**src/core/smie_cfg.svh**
```systemverilog
// constants for the shift, move and indirect load execution block
`ifndef SMIE_CFG_SVH
`define SMIE_CFG_SVH

// register byte offsets on the avalon slave
`define SMIE_ADDR_W        5
`define SMIE_OFS_CMD       5'h00
`define SMIE_OFS_WREG      5'h04
`define SMIE_OFS_PTR0      5'h08
`define SMIE_OFS_PTR1      5'h0C
`define SMIE_OFS_STAT      5'h10

// command word fields
`define SMIE_CMD_OP_LSB    0
`define SMIE_CMD_F_LSB     2
`define SMIE_CMD_D_BIT     9
`define SMIE_CMD_N_BIT     10
`define SMIE_CMD_MODE_LSB  11
`define SMIE_CMD_REL_BIT   13
`define SMIE_CMD_K_LSB     14

// status word fields
`define SMIE_STAT_C_BIT    0
`define SMIE_STAT_Z_BIT    1
`define SMIE_STAT_BUSY_BIT 2

// file addresses of the two indirect windows
`define SMIE_IND0_ADDR     7'h00
`define SMIE_IND1_ADDR     7'h01

// pointer mode codes
`define SMIE_MODE_PREINC   2'h0
`define SMIE_MODE_PREDEC   2'h1

// reset values
`define SMIE_WREG_RST      8'h00
`define SMIE_PTR_RST       16'h0000

`endif

```
**src/core/smie_pkg.sv**
```systemverilog
// types shared by the execution block
`default_nettype none
package smie_pkg;
   typedef enum logic [1:0] {
      SMIE_LOGICAL_SHIFT_LEFT_OP  = 2'h0,
      SMIE_LOGICAL_SHIFT_RIGHT_OP = 2'h1,
      SMIE_MOVE_FILE_REG_OP       = 2'h2,
      SMIE_INDIRECT_LOAD_OP       = 2'h3
   } smie_op_type;

   typedef enum logic [1:0] {
      SMIE_ST_IDLE = 2'h0,
      SMIE_ST_RD   = 2'h1,
      SMIE_ST_EXE  = 2'h2,
      SMIE_ST_WB   = 2'h3
   } smie_state_type;
endpackage
`default_nettype wire

```
**src/core/smie_alu.sv**
```systemverilog
// combinational shift and move unit
`default_nettype none
module smie_alu (
   input  wire logic [1:0] op_i,
   input  wire logic [7:0] src_i,
   output logic      [7:0] result_o,
   output logic            carry_o,
   output logic            carry_we_o,
   output logic            zero_o
);
   always_comb begin
      result_o   = src_i;
      carry_o    = 1'b0;
      carry_we_o = 1'b0;
      case (op_i)
         smie_pkg::SMIE_LOGICAL_SHIFT_LEFT_OP: begin
            result_o   = {src_i[6:0], 1'b0};
            carry_o    = src_i[7];
            carry_we_o = 1'b1;
         end
         smie_pkg::SMIE_LOGICAL_SHIFT_RIGHT_OP: begin
            result_o   = {1'b0, src_i[7:1]};
            carry_o    = src_i[0];
            carry_we_o = 1'b1;
         end
         default: begin
            result_o   = src_i;
         end
      endcase
      zero_o = (result_o == 8'h00);
   end
endmodule // smie_alu
`default_nettype wire

```
**src/core/smie_exec.sv**
```systemverilog
// shift, move and indirect load execution datapath with avalon slave
`include "smie_cfg.svh"
`default_nettype none

// Operation
// - left shift puts source bit 7 into carry, bits 6..0 up one, zero in.
// - right shift puts source bit 0 into carry, bits 7..1 down, zero in.
// - for shifts and moves, destination select 0 writes the working reg, 1 the file register.
// - move copies the file register to the destination and sets zero.
// - the indirect window has no storage and maps to the pointer address.
// - indirect load address is ptr+1, ptr-1 or ptr for modes 00/01/1x.
// - after the load increments leave ptr+1, decrements ptr-1.
// - relative form adds a signed -32..31 offset and keeps the pointer.
// - pointers are 16 bits and wrap around at both ends.
module smie_exec (
   input  wire logic                     clock_i,
   input  wire logic                     rst_i,
   input  wire logic [`SMIE_ADDR_W-1:0]  address_i,
   input  wire logic                     read_i,
   input  wire logic                     write_i,
   input  wire logic [31:0]              writedata_i,
   input  wire logic [3:0]               byteenable_i,
   output logic      [31:0]              readdata_o,
   output logic                          waitrequest_o,
   output logic      [15:0]              fmem_addr_o,
   output logic                          fmem_rd_o,
   output logic                          fmem_wr_o,
   output logic      [7:0]               fmem_wdata_o,
   input  wire logic [7:0]               fmem_rdata_i,
   output logic      [7:0]               wreg_o,
   output logic                          carry_o,
   output logic                          zero_o,
   output logic                          busy_o
);
   localparam logic [2:0] SEL_CMD  = 3'h0;
   localparam logic [2:0] SEL_WREG = 3'h1;
   localparam logic [2:0] SEL_PTR0 = 3'h2;
   localparam logic [2:0] SEL_PTR1 = 3'h3;
   localparam logic [2:0] SEL_STAT = 3'h4;
   localparam logic [2:0] SEL_NONE = 3'h7;

   // decoded both on the read side and on the write side
   function automatic logic [2:0] reg_sel(input logic [`SMIE_ADDR_W-1:0] a);
      logic [2:0] s;
      s = SEL_NONE;
      case (a)
         `SMIE_OFS_CMD:  s = SEL_CMD;
         `SMIE_OFS_WREG: s = SEL_WREG;
         `SMIE_OFS_PTR0: s = SEL_PTR0;
         `SMIE_OFS_PTR1: s = SEL_PTR1;
         `SMIE_OFS_STAT: s = SEL_STAT;
         default:        s = SEL_NONE;
      endcase
      return s;
   endfunction

   // byte lane merge of a write into an existing word
   function automatic logic [31:0] be_merge(input logic [31:0] old_v,
                                            input logic [31:0] new_v,
                                            input logic [3:0]  be);
      logic [31:0] r;
      r = old_v;
      for (int i = 0; i < 4; i++) begin
         if (be[i]) begin
            r[i*8 +: 8] = new_v[i*8 +: 8];
         end
      end
      return r;
   endfunction

   smie_pkg::smie_state_type state_q;

   smie_pkg::smie_op_type    op_q;
   logic [6:0]   f_q;
   logic         d_q;
   logic         n_q;
   logic [1:0]   mode_q;
   logic         rel_q;

   logic [15:0]  ptr_q [2];
   logic [7:0]   wreg_q;
   logic         carry_q;
   logic         zero_q;

   logic [15:0]  addr_q;
   logic [7:0]   wdata_q;
   logic         fwr_q;

   logic [31:0]  rdata_q;
   logic         rvalid_q;

   logic [2:0]   wsel;
   logic [2:0]   rsel;
   logic         bus_wr;
   logic         launch;

   logic [31:0]  cmd_word;
   logic [1:0]   c_op;
   logic [6:0]   c_f;
   logic         c_n;
   logic [1:0]   c_mode;
   logic         c_rel;
   logic [5:0]   c_k;

   logic [15:0]  c_base;
   logic [15:0]  eff_addr;

   logic [7:0]   alu_res;
   logic         alu_c;
   logic         alu_cwe;
   logic         alu_z;
   logic         exe;
   logic         is_ind;
   logic [31:0]  ptr_new [2];

   assign busy_o = (state_q != smie_pkg::SMIE_ST_IDLE);
   // writes stall while an operation runs so the bus never races the engine
   assign waitrequest_o = (read_i && !rvalid_q) || (write_i && busy_o);
   assign wsel   = reg_sel(address_i);
   assign rsel   = reg_sel(address_i);
   assign bus_wr = write_i && !busy_o;
   // a command write without lane 0 is dropped, the opcode lives there
   assign launch = bus_wr && (wsel == SEL_CMD) && byteenable_i[0];

   assign cmd_word = be_merge(32'h0000_0000, writedata_i, byteenable_i);
   assign c_op   = cmd_word[`SMIE_CMD_OP_LSB +: 2];
   assign c_f    = cmd_word[`SMIE_CMD_F_LSB +: 7];
   assign c_n    = cmd_word[`SMIE_CMD_N_BIT];
   assign c_mode = cmd_word[`SMIE_CMD_MODE_LSB +: 2];
   assign c_rel  = cmd_word[`SMIE_CMD_REL_BIT];
   assign c_k    = cmd_word[`SMIE_CMD_K_LSB +: 6];

   // effective address, worked out once at launch from the live pointers
   // the relative form wins over the mode field and leaves the pointer alone
   always_comb begin
      c_base   = ptr_q[c_n];
      eff_addr = {9'h000, c_f};
      if (c_op == smie_pkg::SMIE_INDIRECT_LOAD_OP) begin
         if (c_rel) begin
            eff_addr = c_base + {{10{c_k[5]}}, c_k};
         end else if (c_mode == `SMIE_MODE_PREINC) begin
            eff_addr = c_base + 16'h0001;
         end else if (c_mode == `SMIE_MODE_PREDEC) begin
            eff_addr = c_base - 16'h0001;
         end else begin
            eff_addr = c_base;
         end
      end else if (c_f == `SMIE_IND0_ADDR) begin
         eff_addr = ptr_q[0];
      end else if (c_f == `SMIE_IND1_ADDR) begin
         eff_addr = ptr_q[1];
      end
   end

   // fixed fetch, execute, write-back run; the far side cannot stall it
   always_ff @(posedge clock_i or posedge rst_i) begin
      if (rst_i) begin
         state_q <= smie_pkg::SMIE_ST_IDLE;
      end else begin
         case (state_q)
            smie_pkg::SMIE_ST_IDLE: begin
               if (launch) begin
                  state_q <= smie_pkg::SMIE_ST_RD;
               end
            end
            smie_pkg::SMIE_ST_RD:  state_q <= smie_pkg::SMIE_ST_EXE;
            smie_pkg::SMIE_ST_EXE: state_q <= smie_pkg::SMIE_ST_WB;
            smie_pkg::SMIE_ST_WB:  state_q <= smie_pkg::SMIE_ST_IDLE;
            default:               state_q <= smie_pkg::SMIE_ST_IDLE;
         endcase
      end
   end

   always_ff @(posedge clock_i or posedge rst_i) begin
      if (rst_i) begin
         op_q   <= smie_pkg::SMIE_LOGICAL_SHIFT_LEFT_OP;
         f_q    <= 7'h00;
         d_q    <= 1'b0;
         n_q    <= 1'b0;
         mode_q <= 2'h0;
         rel_q  <= 1'b0;
         addr_q <= 16'h0000;
      end else if (launch) begin
         op_q   <= smie_pkg::smie_op_type'(c_op);
         f_q    <= c_f;
         d_q    <= cmd_word[`SMIE_CMD_D_BIT];
         n_q    <= c_n;
         mode_q <= c_mode;
         rel_q  <= c_rel;
         addr_q <= eff_addr;
      end
   end

   // the file byte must come back in the cycle after the read strobe
   assign fmem_rd_o   = (state_q == smie_pkg::SMIE_ST_RD);
   assign fmem_addr_o = addr_q;
   assign exe         = (state_q == smie_pkg::SMIE_ST_EXE);
   assign is_ind      = (op_q == smie_pkg::SMIE_INDIRECT_LOAD_OP);

   smie_alu u_alu (
      .op_i       (op_q),
      .src_i      (fmem_rdata_i),
      .result_o   (alu_res),
      .carry_o    (alu_c),
      .carry_we_o (alu_cwe),
      .zero_o     (alu_z)
   );

   // file write-back, one cycle pulse in the last state
   always_ff @(posedge clock_i or posedge rst_i) begin
      if (rst_i) begin
         fwr_q   <= 1'b0;
         wdata_q <= 8'h00;
      end else begin
         fwr_q <= exe && !is_ind && d_q;
         if (exe) begin
            wdata_q <= alu_res;
         end
      end
   end

   assign fmem_wr_o    = fwr_q;
   assign fmem_wdata_o = wdata_q;

   // an indirect load always lands in the working register, whatever d says
   always_ff @(posedge clock_i or posedge rst_i) begin
      if (rst_i) begin
         wreg_q <= `SMIE_WREG_RST;
      end else if (exe && (is_ind || !d_q)) begin
         wreg_q <= alu_res;
      end else if (bus_wr && wsel == SEL_WREG && byteenable_i[0]) begin
         wreg_q <= writedata_i[7:0];
      end
   end

   assign wreg_o = wreg_q;

   always_ff @(posedge clock_i or posedge rst_i) begin
      if (rst_i) begin
         carry_q <= 1'b0;
         zero_q  <= 1'b0;
      end else if (exe) begin
         zero_q <= alu_z;
         if (alu_cwe) begin
            carry_q <= alu_c;
         end
      end else if (bus_wr && wsel == SEL_STAT && byteenable_i[0]) begin
         // bus writes stall while busy, so this never meets an execute
         carry_q <= writedata_i[`SMIE_STAT_C_BIT];
         zero_q  <= writedata_i[`SMIE_STAT_Z_BIT];
      end
   end

   assign carry_o = carry_q;
   assign zero_o  = zero_q;

   // pointer registers; their steps never touch carry or zero
   generate
      for (genvar g = 0; g < 2; g++) begin : g_ptr
         // only lanes 0 and 1 reach a pointer, the upper half is dropped
         assign ptr_new[g] = be_merge({16'h0000, ptr_q[g]}, writedata_i,
                                      byteenable_i);
         always_ff @(posedge clock_i or posedge rst_i) begin
            if (rst_i) begin
               ptr_q[g] <= `SMIE_PTR_RST;
            end else if (exe && is_ind && !rel_q && n_q == 1'(g)) begin
               if (mode_q[0]) begin
                  ptr_q[g] <= ptr_q[g] - 16'h0001;
               end else begin
                  ptr_q[g] <= ptr_q[g] + 16'h0001;
               end
            end else if (bus_wr && wsel == (SEL_PTR0 + 3'(g))) begin
               ptr_q[g] <= ptr_new[g][15:0];
            end
         end
      end
   endgenerate

   // reads answer one cycle after they are presented
   always_ff @(posedge clock_i or posedge rst_i) begin
      if (rst_i) begin
         rvalid_q <= 1'b0;
         rdata_q  <= 32'h0000_0000;
      end else begin
         rvalid_q <= read_i && !rvalid_q;
         if (read_i && !rvalid_q) begin
            case (rsel)
               SEL_CMD:  rdata_q <= {14'h0000, 2'h0, addr_q};
               SEL_WREG: rdata_q <= {24'h000000, wreg_q};
               SEL_PTR0: rdata_q <= {16'h0000, ptr_q[0]};
               SEL_PTR1: rdata_q <= {16'h0000, ptr_q[1]};
               SEL_STAT: rdata_q <= {29'h00000000, busy_o, zero_q, carry_q};
               default:  rdata_q <= 32'h0000_0000;
            endcase
         end
      end
   end

   assign readdata_o = rdata_q;
endmodule // smie_exec
`default_nettype wire

```
**config.mk**
```make
export PLATFORM = sky130hd
export DESIGN_NAME = smie_exec
export DESIGN_NICKNAME = d
export VERILOG_FILES = /design/src/core/smie_pkg.sv /design/src/core/smie_alu.sv /design/src/core/smie_exec.sv
export VERILOG_INCLUDE_DIRS = /design/src /design/src/core
export SDC_FILE = /design/constraint.sdc
export NUM_CORES = 1
export LEC_CHECK = 0
export ABC_AREA = 1
export BUFFER_PORTS_ARGS = -buffer_cell sky130_fd_sc_hd__buf_4
export CAP_MARGIN = 40
export CORE_MARGIN = 5
export CORE_UTILIZATION = 35
export CTS_CLUSTER_DIAMETER = 60
export DETAILED_ROUTE_END_ITERATION = 8
export HOLD_SLACK_MARGIN = 0.12
export SLEW_MARGIN = 20
export SYNTH_ARGS = -nofsm -noshare
export SYNTH_HDL_FRONTEND = slang
export SYNTH_SLANG_ARGS = --single-unit
```
**constraint.sdc**
```tcl
create_clock -name clock_i -period 7.3 [get_ports clock_i]
set_input_delay 0 -clock clock_i [delete_from_list [all_inputs] [get_ports clock_i]]
set_output_delay 0 -clock clock_i [all_outputs]
set_load 0.02 [all_outputs]
```
# Word level (Yosys, flattened, before mapping)
# Cells that the tools add are included.
[word_totals]
register_bits = 108
input_bits = 53
out_inout_bits = 70
wordCells = 127
[op_classes]
add_sub_neg = 7
order_cmp = 1
n_eq_ne = 18
mux = 34
bitwise = 2
reduce_logical = 47
[op_table]
columns = ["operator", "count"]
rows = [
  ["$mux W16", 15],
  ["$pmux W16 S5", 1],
  ["$add A16 B1 Y16 const B", 3],
  ["$mux W8", 6],
  ["$sub A16 B1 Y16 const B", 3],
  ["$logic_and A1 B1 Y1", 18],
  ["$reduce_bool A2 Y1", 9],
  ["$add A16 B16 Y16", 1],
  ["$pmux W8 S2", 1],
  ["$pmux W3 S5", 1],
  ["$eq A5 B4 Y1 const B", 2],
  ["$reduce_and A2 Y1", 5],
  ["$eq A2 B2 Y1 const B", 4],
  ["$logic_not A8 Y1", 1],
  ["$pmux W2 S4", 1],
  ["$eq A7 B1 Y1 const B", 1],
  ["$logic_not A7 Y1", 1],
  ["$eq A2 B1 Y1 const B", 3],
  ["$eq A3 B2 Y1 const B", 2],
  ["$logic_not A2 Y1", 3],
  ["$mux W1", 6],
  ["$eq A5 B3 Y1 const B", 1],
  ["$eq A5 B5 Y1 const B", 1],
  ["$logic_not A1 Y1", 5],
  ["other kinds (13)", 15],
]

# Logic depth before layout (Yosys ltp)
# Gate-level depths: netlist (run 1).
[logic_depth]
ltp_word = 10
depth_mapped = 22

# Cells and area by module
# Synthesis (run 1) repeated with hierarchy kept, for this count alone.
[hier_totals]
hier_cells = 1298
area_unflattened_um2 = 8495.6
[modules_own_cells]
columns = ["mod", "n_inst", "cells_each", "area_each_um2", "seq_area_each_um2"]
rows = [
  ["smie_exec", 1, 1254, 8210.4, 2302.2],
  ["smie_alu", 1, 44, 285.3, 0.0],
]

# Worst setup path before layout (run 1)
# Ideal clock, no wire load.
[synth_path]
path_kind = "register to register"
start = "reg mode_q[0]"
end = "reg ptr_q[28] in the netlist's numbering"
t_arrival_ns = 2.344
required_ns = 7.173
slack_ns = 4.829
path_stages_with_launch = 12
n_path_buf = 0
synth_period_minus_slack_ns = 2.471
path_cell_list = "dfrtp_1 > inv_1 > fa_1 > inv_1 > nand3_1 > nand4_1 > a21o_1 > nand2_1 > inv_1 > o21ai_0 > nand2_1 > o21ai_0"
[synth_via]
elab_chain_len = 2
[synth_lines]
columns = ["item", "line_no", "source"]
rows = [
  ["start: declaration", "smie_exec.sv:77", "logic [1:0] mode_q;"],
  ["start signal: assignment", "smie_exec.sv:188", "mode_q <= c_mode;"],
  ["$mux W16", "smie_exec.sv:267", "if (mode_q[0]) begin"],
  ["$mux W16", "smie_exec.sv:266", "end else if (exe && is_ind && !rel_q && n_q == 1'(g)) begin"],
  ["end signal: indexed assignment", "smie_exec.sv:265", "ptr_q[g] <= `SMIE_PTR_RST;"],
  ["end signal: indexed assignment", "smie_exec.sv:268", "ptr_q[g] <= ptr_q[g] - 16'h0001;"],
  ["end signal: indexed assignment", "smie_exec.sv:270", "ptr_q[g] <= ptr_q[g] + 16'h0001;"],
  ["end: declaration", "smie_exec.sv:80", "logic [15:0] ptr_q [2];"],
]
# No other way between the ends.
# A chain may end at the register's enable or synchronous reset.

# Final worst setup path (run 1)
[layout_path]
start = "reg state_q[0]"
end = "reg wreg_q[7], in the netlist wreg_o[7]"
[layout_via]
elab_chain_len = 6
word_cells_on_any_way = 9
[layout_lines]
columns = ["item", "line_no", "source"]
rows = [
  ["start: declaration", "smie_exec.sv:71", "smie_pkg::smie_state_type state_q;"],
  ["start signal: assignment", "smie_exec.sv:158", "state_q <= smie_pkg::SMIE_ST_IDLE;"],
  ["start signal: assignment", "smie_exec.sv:163", "state_q <= smie_pkg::SMIE_ST_RD;"],
  ["start signal: assignment", "smie_exec.sv:166", "smie_pkg::SMIE_ST_RD: state_q <= smie_pkg::SMIE_ST_EXE;"],
  ["$reduce_bool A2 Y1", "smie_exec.sv:116", "assign busy_o = (state_q != smie_pkg::SMIE_ST_IDLE);"],
  ["$logic_not A1 Y1", "smie_exec.sv:121", "assign bus_wr = write_i && !busy_o;"],
  ["$logic_and A1 B1 Y1", "smie_exec.sv:121", ""],
  ["$logic_and A1 B1 Y1 (2 in a row)", "smie_exec.sv:231", "end else if (bus_wr && wsel == SEL_WREG && byteenable_i[0]) begin"],
  ["$reduce_bool A2 Y1 (no line)", "n/a", ""],
  ["end signal: assignment", "smie_exec.sv:228", "wreg_q <= `SMIE_WREG_RST;"],
  ["end signal: assignment", "smie_exec.sv:230", "wreg_q <= alu_res;"],
  ["end signal: assignment", "smie_exec.sv:232", "wreg_q <= writedata_i[7:0];"],
  ["end: declaration", "smie_exec.sv:81", "logic [7:0] wreg_q;"],
]
# Several ways; a longest one is shown, not always the timed one.

==> run_results.csv, run 1 <==
group,metric,value,unit
synthesis,synthDistinctLibCells,52,
min_path,hold_path_depth,5,
power,power_frac_clock,0.159,
floorplan,start_util,0.356,
sta,fmaxAchievable,337,MHz
floorplan,fp.dieW,165,um
route,routed_wl,29800,um
global_routing,antenna_found_initial,0,
finish,drive_gt1_frac,0.131,
synthesis,synth_area_per_cell,6.66,sq um
cts,clkTransAtPathRegs,0.08,ns
synthesis,syn_inst,1256,
cts,post_cts_buffers,0,
cts,cts.htree.levels,3,
synthesis,synth_common_cells,"315 x nand2_1, 166 x inv_1, 113 x o21ai_0",
power,ir_drop,189,uV
finish,syn_to_final_growth,17.9,%
synthesis,synth_ff_type,"dfrtp_1",
sta,tightest_slew,0.813,ns
finish,fin_cells,1685,
placement,gp_congestion,1.00,
power,p_per_area,319,nW/um^2
cts,clk_latency,0.36,ns
setup_path,r2r_cells,8,
cts,clock_path_buffers,2,
synthesis,netlist_area,8360,sq um
synthesis,synth_most_common_cell,"nand2_1",
route,vias,9092,
global_routing,grt_util_all_layers,0.218,
floorplan,die_h,165,um
sta,slew_headroom,0.457,
cts,cts_tree,"built",
synthesis,yosys_warnings,0,
route,drcViolationCount,0,
setup_path,worst_r2r_endpoint,"wreg_o[7]",
route,antenna_left,0,
sta,finalSetupViolations,0,
synthesis,ys_top_cells_by_area,"dfrtp_1 28%, nand2_1 14%, inv_1 7.5%",
sta,post-route-min-period,2.96,ns
setup_path,worstPathArrival,3.21,ns
setup_path,cp-start-kind,"flop",
cts,cts_made_buffers,9,
global_routing,grt_pass1_vias,8512,
global_routing,grt_pass1_wl,46400,um
synthesis,ys_seq_area_frac,0.275,
finish,final_nets,1459,
setup_path,cp_max_fo,13,
global_routing,grt-ovfl-total,0,
placement,pre_cts_ws,4.41,ns
sta,finClkSkew,0.00906,ns
placement,hpwlAfterDp,23600,um
power,switching_share,0.511,
setup_path,cp.required,7.54,ns
floorplan,row_count,56,
min_path,hold_path.class,"in2reg",
global_routing,grt_max_degree,37,
power,p_comb_frac,0.563,
floorplan,ioPinCount,123,
sta,setup_tns,0,ns
finish,antenna_cells,0,
setup_path,worstReg2RegStart,"state_q[0]",
power,pwr-share-seq,0.278,
sta,hold_viol,0,
min_path,hold_end,"fmem_addr_o[2]",
synthesis,synth_area_leader_cell,"dfrtp_1",
placement,post-place-cells,1642,
power,p_sw,1.61,mW
power,leakagePower,5.10,nW
route,first_pass_iters,5,
synthesis,async_flop_share,1.00,
sta,fin_crit_sh,0.406,
run,maxCapViolations,0,
setup_path,r2r_slack,4.34,ns
setup_path,crit_type,"reg2reg",
route,viasPerCell,5.40,
run_status,outcome,"completed",
route,drtIter0Drc,827,
sta,worst_slack,4.34,ns
floorplan,core,23500,sq um
synthesis,synth_top_area_frac,0.275,
min_path,min_from,"byteenable_i[0]",
route,wire_per_inst,17.7,um
floorplan,die-area,27100,sq um
synthesis,ys_ff_latch,92,
power,intPower,1.54,mW
placement,io_buffer_count,93,
cts,root_buffer,"clkbuf_16",
sta,rsz0062_at_grt,"no",
cts,clock-sinks,92,
synthesis,synth_edf_count,0,
setup_path,end_kind,"flop",
sta,maxSlewViolCount,0,
kinds of logic after synthesis:
group / Yosys count / share of synthesized area
and+or+nand+nor: 582 / 0.314
AOI/OAI and AO/OA: 303 / 0.215
buffers and inverters: 223 / 0.115
DFF: 92 / 0.275
adders and majority gates: 45 / 0.0691
xor gates and xnor gates: 10 / 0.0105
other: 1 / 0.000448
stage by stage:
stage | util | hold slack (ns) | area [sq um] | power [mW]
after detailed placement | 0.395 | 0.00587 | 9280 | 2.60
after CTS | 0.419 | 0.128 | 9840 | 3.13
after floorplan | - | 0.121 | 8420 | 2.02
after global routing | 0.420 | 0.172 | 9850 | 3.39
final | 0.420 | 0.138 | 9850 | 3.14
after global placement | 0.394 | -0.00184 | 9260 | 2.58
worst max-delay path: stages (launching register included):
cell	delay (ns)
dfrtp_1	0.38
inv_1	0.10
ha_1	0.47
inv_1	0.33
nor2_1	0.41
clkinv_1	0.33
nand3_1	0.18
nand3_1	0.09
dlygate4sd3_1	0.56
power groups by stage:
| stage | combinational (mW) | sequential [mW] | clock, mW |
|---|---|---|---|
| after floorplan | 1.15 | 0.873 | 0 |
| after global placement | 1.70 | 0.876 | 0 |
| after detailed placement | 1.72 | 0.876 | 0 |
| after CTS | 1.75 | 0.869 | 0.508 |
| after global routing | 1.97 | 0.887 | 0.526 |
| final | 1.77 | 0.874 | 0.500 |
worst max-delay path by stage:
stage | start | end
global placement | state_q[0] | ptr_q[6]
detailed placement | state_q[0] | ptr_q[6]
global route | state_q[0] | ptr_q[6]
CTS | state_q[0] | wreg_o[7]
floorplan | mode_q[0] | ptr_q[28]
finish | state_q[0] | wreg_o[7]
metal layers:
layer  global-route usage  vias to the layer above  wire (um)  part of all wire
met2                0.353                      359      13800              0.46
met4                0.101                        0       1460             0.049
met1                0.289                     4235      12800              0.43
met5                    0                        -          0                 0
li1                     -                     4418          -                 -
met3               0.0285                       80       1730             0.058
layout by cell type (no fill, tap or decap), types with 2 or more instances in the layout:
cell,count
fa_1,2
o311ai_0,3
o211ai_1,11
dlygate4sd3_1,26
o2111ai_1,4
a221oi_1,4
nor3_2,3
o22ai_1,25
a211oi_1,2
or2_2,4
nand3_1,111
nor2_2,7
nand3b_1,3
inv_1,165
nand3_2,2
o31ai_1,6
a21o_1,8
a22oi_1,9
nand2_2,14
nand2_4,11
nor3_1,15
nand4_1,14
xor2_1,10
o221ai_1,12
o21ai_0,113
dfrtp_1,92
ha_1,43
o21ai_4,3
inv_2,9
clkbuf_16,9
a31oi_1,8
conb_1,16
a21oi_1,80
nand2_1,315
o21bai_1,4
inv_6,3
o21ai_1,5
buf_4,98
o21ai_2,5
nor2_1,76
final cells by class:
| cell class | count | area (sq um) |
|---|---|---|
| Tap cell | 319 | 399 |
| Clock inverter | 7 | 80.1 |
| Clock buffer | 9 | 225 |
| Inverter | 176 | 663 |
| Fill cell | 2463 | 13600 |
| Timing Repair Buffer | 126 | 1030 |
| Multi-Input combinational cell | 956 | 5160 |
| Sequential cell | 92 | 2300 |
sequential cells by signal, summed over array words and instances, names as in the netlist:
name and flops:
ptr_q 32, fmem_addr_o 16, readdata_o 16, fmem_wdata_o 8
wreg_o 8, op_q 2, state_q 2, carry_o 1
d_q 1, fmem_wr_o 1, mode_q 1, n_q 1
rel_q 1, rvalid_q 1, zero_o 1
what timing repair did:
| action | CTS | global route |
|---|---|---|
| resized for setup | 0 | 0 |
| endpoints found under the hold margin | 103 | 0 |
| hold buffers | 26 | 0 |
| setup endpoints to repair | 0 | 0 |
(Power assumes the default switching activity.)
==> run 2: changes to the inputs <==
- clock period: 7.3 -> 2.6 ns (I/O delays scaled with it)
==> run_results.csv, run 2 (synthesized netlist as in run 1, its figures left out) <==
group,metric,value,unit
setup_path,slowest_stage,"dfrtp_1",
min_path,hold_path.class,"in2reg",
setup_path,cp_cell_sequence,"nand3_1, nand2_4, ha_1, inv_1, o21bai_1, a21oi_1, nand2_1, a21oi_1, o21ai_0, o211ai_1, nand2_1, nand2_1",
finish,syn_to_final_growth,19.2,%
route,wire_per_inst,17.8,um
sta,setup_tns,0,ns
setup_path,crit_top_cell,"nand2_1",
route,viasPerCell,5.33,
cts,cts_tree,"built",
cts,cts.htree.levels,3,
floorplan,row_count,56,
global_routing,gr-usage-met1,0.275,
placement,io_buffer_count,93,
finish,final_nets,1477,
sta,post-route-min-period,2.40,ns
power,leakagePower,5.17,nW
placement,gp_congestion,1.00,
cts,root_buffer,"clkbuf_16",
finish,largest-register,"ptr_q",
cts,cts_made_buffers,9,
setup_path,worstPathArrival,2.65,ns
placement,hpwlAfterDp,24300,um
power,p_per_area,887,nW/um^2
setup_path,cp-start-kind,"flop",
finish,fin_cells,1702,
sta,slew_headroom,0.495,
sta,tightest_slew,0.757,ns
run_status,outcome,"completed",
sta,finClkSkew,0.00688,ns
cts,clk_latency,0.35,ns
cts,clock_path_buffers,2,
cts,clock-sinks,92,
run,maxCapViolations,0,
floorplan,start_util,0.356,
floorplan,ioPinCount,123,
route,vias,9064,
global_routing,grt_pass1_wl,46500,um
sta,hold_viol,0,
sta,maxSlewViolCount,0,
route,first_pass_iters,7,
setup_path,crit_type,"reg2reg",
global_routing,grt_max_degree,73,
global_routing,use_met3,0.0377,
placement,pre_cts_ws,0.156,ns
finish,fillers,2485,
sta,fin_crit_sh,0.924,
global_routing,grt_util_all_layers,0.220,
sta,fmaxAchievable,416,MHz
global_routing,antenna_found_initial,0,
finish,antenna_cells,0,
global_routing,grt_busiest_layer,"met2",
floorplan,die_h,165,um
setup_path,cp.required,2.84,ns
setup_path,cp_max_fo,6,
route,drtIter0Drc,770,
sta,rsz0062_at_grt,"no",
finish,final_cell_mix,"315 x nand2_1, 165 x inv_1, 120 x buf_4, 112 x o21ai_0, 111 x nand3_1",
floorplan,die-area,27100,sq um
global_routing,grt_pass1_vias,8733,
setup_path,crit_path_max_incr_delay,0.48,ns
global_routing,use_met2,0.369,
cts,post_cts_buffers,0,
finish,drive_gt1_frac,0.145,
floorplan,fp.dieW,165,um
sta,finalSetupViolations,0,
finish,layout.cells.most_common,"nand2_1",
setup_path,end_kind,"flop",
global_routing,grt-ovfl-total,0,
placement,post-place-cells,1664,
sta,worst_slack,0.198,ns
route,drcViolationCount,0,
finish,largest_reg_flops,32,
power,p_total,8.84,mW
floorplan,core,23500,sq um
route,routed_wl,30200,um
route,antenna_left,0,
cts,clkTransAtPathRegs,0.07,ns
power,ir_drop,500,uV
run 2: changes by cell type in the layout (fill, tap and decap cells not counted), sizes merged:
cell / previous run / this run
dlygate4sd3: 26 / 23
dlymetal6s2s: 1 / 0
inv: 179 / 177
buf: 99 / 121
clkinvlp: 1 / 2
run 2: worst paths after layout:
check,from,depth (start not counted),endpoint,slack [ns]
min in group asynchronous,rst_i,3,ptr_q[4],0.17
worst max-delay path,ptr_q[3],12,fmem_addr_o[6],0.20
worst min-delay path,fmem_rdata_i[5],5,fmem_wdata_o[4],0.14
worst max register to register,ptr_q[3],12,fmem_addr_o[6],0.20
max in group asynchronous,rst_i,4,readdata_o[14],1.74
worst min register to register,rvalid_q,1,rvalid_q,0.46
run 2: where the power goes:
| part | switching, mW | internal (mW) |
|---|---|---|
| sequential | 0.522 | 1.89 |
| combinational | 3.33 | 1.73 |
| clock | 0.611 | 0.749 |
| total | 4.47 | 4.37 |
run 2: layout make-up:
type                    count  area [sq um]  area share
repair buffers            144          1150       0.115
clock inverters             6          71.3     0.00715
clock buffers               9           225      0.0226
flip-flops and latches     92          2300       0.231
multi-input cells         956          5160       0.517
well taps                 319           399      0.0400
inverters                 176           663      0.0665
run 2: worst max-delay path, delay by kind of cell (launching register included):
kind	cells	cell delay [ns]
compound gates	5	0.75
flops	1	0.48
buf+inv	1	0.08
fa+ha+maj	1	0.34
simple gates	5	0.63
run 2: through the flow:
step / hold WS, ns / util / cell area [sq um]
floorplan: 0.121 / - / 8420
CTS: 0.123 / 0.425 / 9970
global route: 0.176 / 0.425 / 9970
global placement: -0.00942 / 0.402 / 9440
finish: 0.138 / 0.425 / 9970
detailed placement: -0.00796 / 0.402 / 9440
run 2: timing repair:
| action | 4_1_cts | 5_1_grt |
|---|---|---|
| hold buffers | 23 | 0 |
| endpoints found under the hold margin | 134 | 0 |
| resized for setup | 0 | 2 |
| setup endpoints to repair | 0 | 4 |
run 2: layer usage:
layer	share of wire	vias up
met5	0	-
met3	0.062	87
met4	0.050	0
li1	-	4455
met2	0.48	347
met1	0.41	4175
==> run 3: changes to the inputs <==
- SETUP_SLACK_MARGIN: unset -> 0.02
- clock period: 2.6 -> 2.07 ns (I/O delays scaled with it)
==> run_results.csv, run 3 (synthesized netlist as in run 1, its figures left out) <==
group,metric,value,unit
sta,fin_crit_sh,1.04,
min_path,hold_path.class,"in2reg",
sta,worst_slack,-0.0916,ns
finish,layout.cells.most_common,"buf_4",
floorplan,row_count,56,
power,leakagePower,6.23,nW
cts,clock-sinks,92,
cts,cts_made_buffers,9,
cts,cts.htree.levels,3,
cts,clock_path_buffers,2,
placement,dpl_cell_area,10600,sq um
setup_path,worst-path-buf-inv,1,
global_routing,grt_pass1_wl,51200,um
setup_path,worstPathArrival,2.41,ns
finish,fin_util,0.544,
sta,post-route-min-period,2.16,ns
finish,fin_area,12800,sq um
finish,largest-register,"ptr_q",
finish,drive_gt1_frac,0.386,
finish,antenna_cells,0,
floorplan,ioPinCount,123,
floorplan,die_h,165,um
finish,final_nets,1660,
route,drtIter0Drc,724,
setup_path,end_kind,"flop",
run,maxCapViolations,0,
setup_path,crit_type,"reg2reg",
setup_path,cp_cell_sequence,"buf_12, ha_4, a21oi_2, nand2_2, a21oi_4, o21ai_4, a31oi_1, or2_4, nand3_2, nand2_1, o21ai_1",
floorplan,core,23500,sq um
setup_path,cp.required,2.32,ns
route,wire_per_inst,18.1,um
cts,clkTransAtPathRegs,0.07,ns
placement,hpwlAfterDp,26200,um
route,antenna_left,0,
placement,gp_congestion,0.956,
global_routing,grt_pass1_vias,9533,
global_routing,grt-ovfl-total,0,
cts,clk_latency,0.36,ns
sta,finalSetupViolations,11,
route,vias,9959,
finish,largest_reg_flops,32,
setup_path,crit_family,"compound AO/OA/AOI/OAI gates",
global_routing,grt_util_all_layers,0.242,
route,drcViolationCount,0,
sta,rsz0062_at_grt,"yes",
setup_path,cp-start-kind,"flop",
global_routing,antenna_found_initial,0,
cts,root_buffer,"clkbuf_16",
finish,final_cell_mix,"282 x buf_4, 279 x nand2_1, 140 x inv_1, 86 x dfrtp_1, 76 x o21ai_0",
floorplan,die-area,27100,sq um
global_routing,grt_max_degree,40,
power,ir_drop,950,uV
floorplan,start_util,0.356,
sta,fmaxAchievable,463,MHz
sta,slew_headroom,0.524,
cts,cts_tree,"built",
sta,maxSlewViolCount,0,
route,routed_wl,34200,um
run_status,outcome,"finished, violations left",
finish,syn_to_final_growth,52.8,%
placement,io_buffer_count,93,
power,p_per_area,1160,nW/um^2
route,first_pass_iters,5,
sta,hold_viol,0,
setup_path,crit_path_max_incr_delay,0.52,ns
setup_path,cp_max_fo,6,
floorplan,fp.dieW,165,um
sta,tightest_slew,0.713,ns
sta,finClkSkew,0.0102,ns
route,viasPerCell,5.28,
power,p_total,14.8,mW
setup_path,slowest_stage,"dfrtp_4",
run_status,violations,"setup timing",
run 3: cell count changes in the layout (fill, tap and decap cells not counted), moves of 20 or more:
cell	change
a21oi_1	-31
a21oi_2	+23
buf_4	+162
ha_1	-35
ha_4	+32
inv_1	-25
inv_2	+20
nand2_1	-36
nand2_2	+28
nand3_1	-39
nand3_2	+34
o21ai_0	-36
run 3: routing by layer:
metal  up-vias  GRT usage  wire length (um)
met3        91     0.0314              1560
met5         -          0                 0
met1      4730      0.299             14000
li1       4828          -                 -
met4         0      0.105              1730
met2       310      0.421             16900
run 3: path summary, 6_finish.rpt:
kind / startpoint / endpoint / slack, ns / cells past startpoint
worst min register to register: rvalid_q / rvalid_q / 0.48 / 1
worst max register to register: mode_q[0] / ptr_q[9] / -0.09 / 11
max in group asynchronous: rst_i / readdata_o[6] / 1.25 / 4
worst max-delay path: mode_q[0] / ptr_q[9] / -0.09 / 11
min in group asynchronous: rst_i / carry_o / 0.19 / 3
worst min-delay path: writedata_i[12] / ptr_q[12] / 0.13 / 5
run 3: stage by stage:
step	std cells	hold slack, ns	worst slack, ns	TNS, ns
6_report	1886	0.129	-0.0916	-0.305
5_1_grt	1886	0.183	-0.201	-2.76
3_3_place_gp	1812	0.0122	-0.168	-2.25
2_1_floorplan	1271	0.121	-0.0247	-0.0751
3_5_place_dp	1812	0.0210	-0.202	-3.40
4_1_cts	1861	0.126	-0.0411	-0.219
run 3: worst reg2reg max path, stage by stage, from the launching register on:
cell and delay, ns:
dfrtp_4 0.52, buf_12 0.17, ha_4 0.26, a21oi_2 0.14, nand2_2 0.10, a21oi_4 0.19
o21ai_4 0.10, a31oi_1 0.25, or2_4 0.17, nand3_2 0.05, nand2_1 0.05, o21ai_1 0.05
run 3: cell type report:
class                      count  area (sq um)
multi-input combinational    956          6450
inverter                     176           677
clock buffer                  10           239
sequential                    92          2310
clock inverter                 6          52.6
tap                          319           399
fill                        2196         10700
timing repair buffer         327          2650
run 3: where the power goes:
group          internal [mW]  switching [mW]
logic                   4.41            5.70
registers               2.39           0.620
clock network          0.868           0.805
total                   7.67            7.12
run 3: timing repair:
action	CTS	global route
pin swaps	25	110
cloned	0	0
hold buffers	25	0
resized for setup	102	224
setup buffers	8	27
endpoints found under the hold margin	135	0
endpoints found under the setup margin	35	46
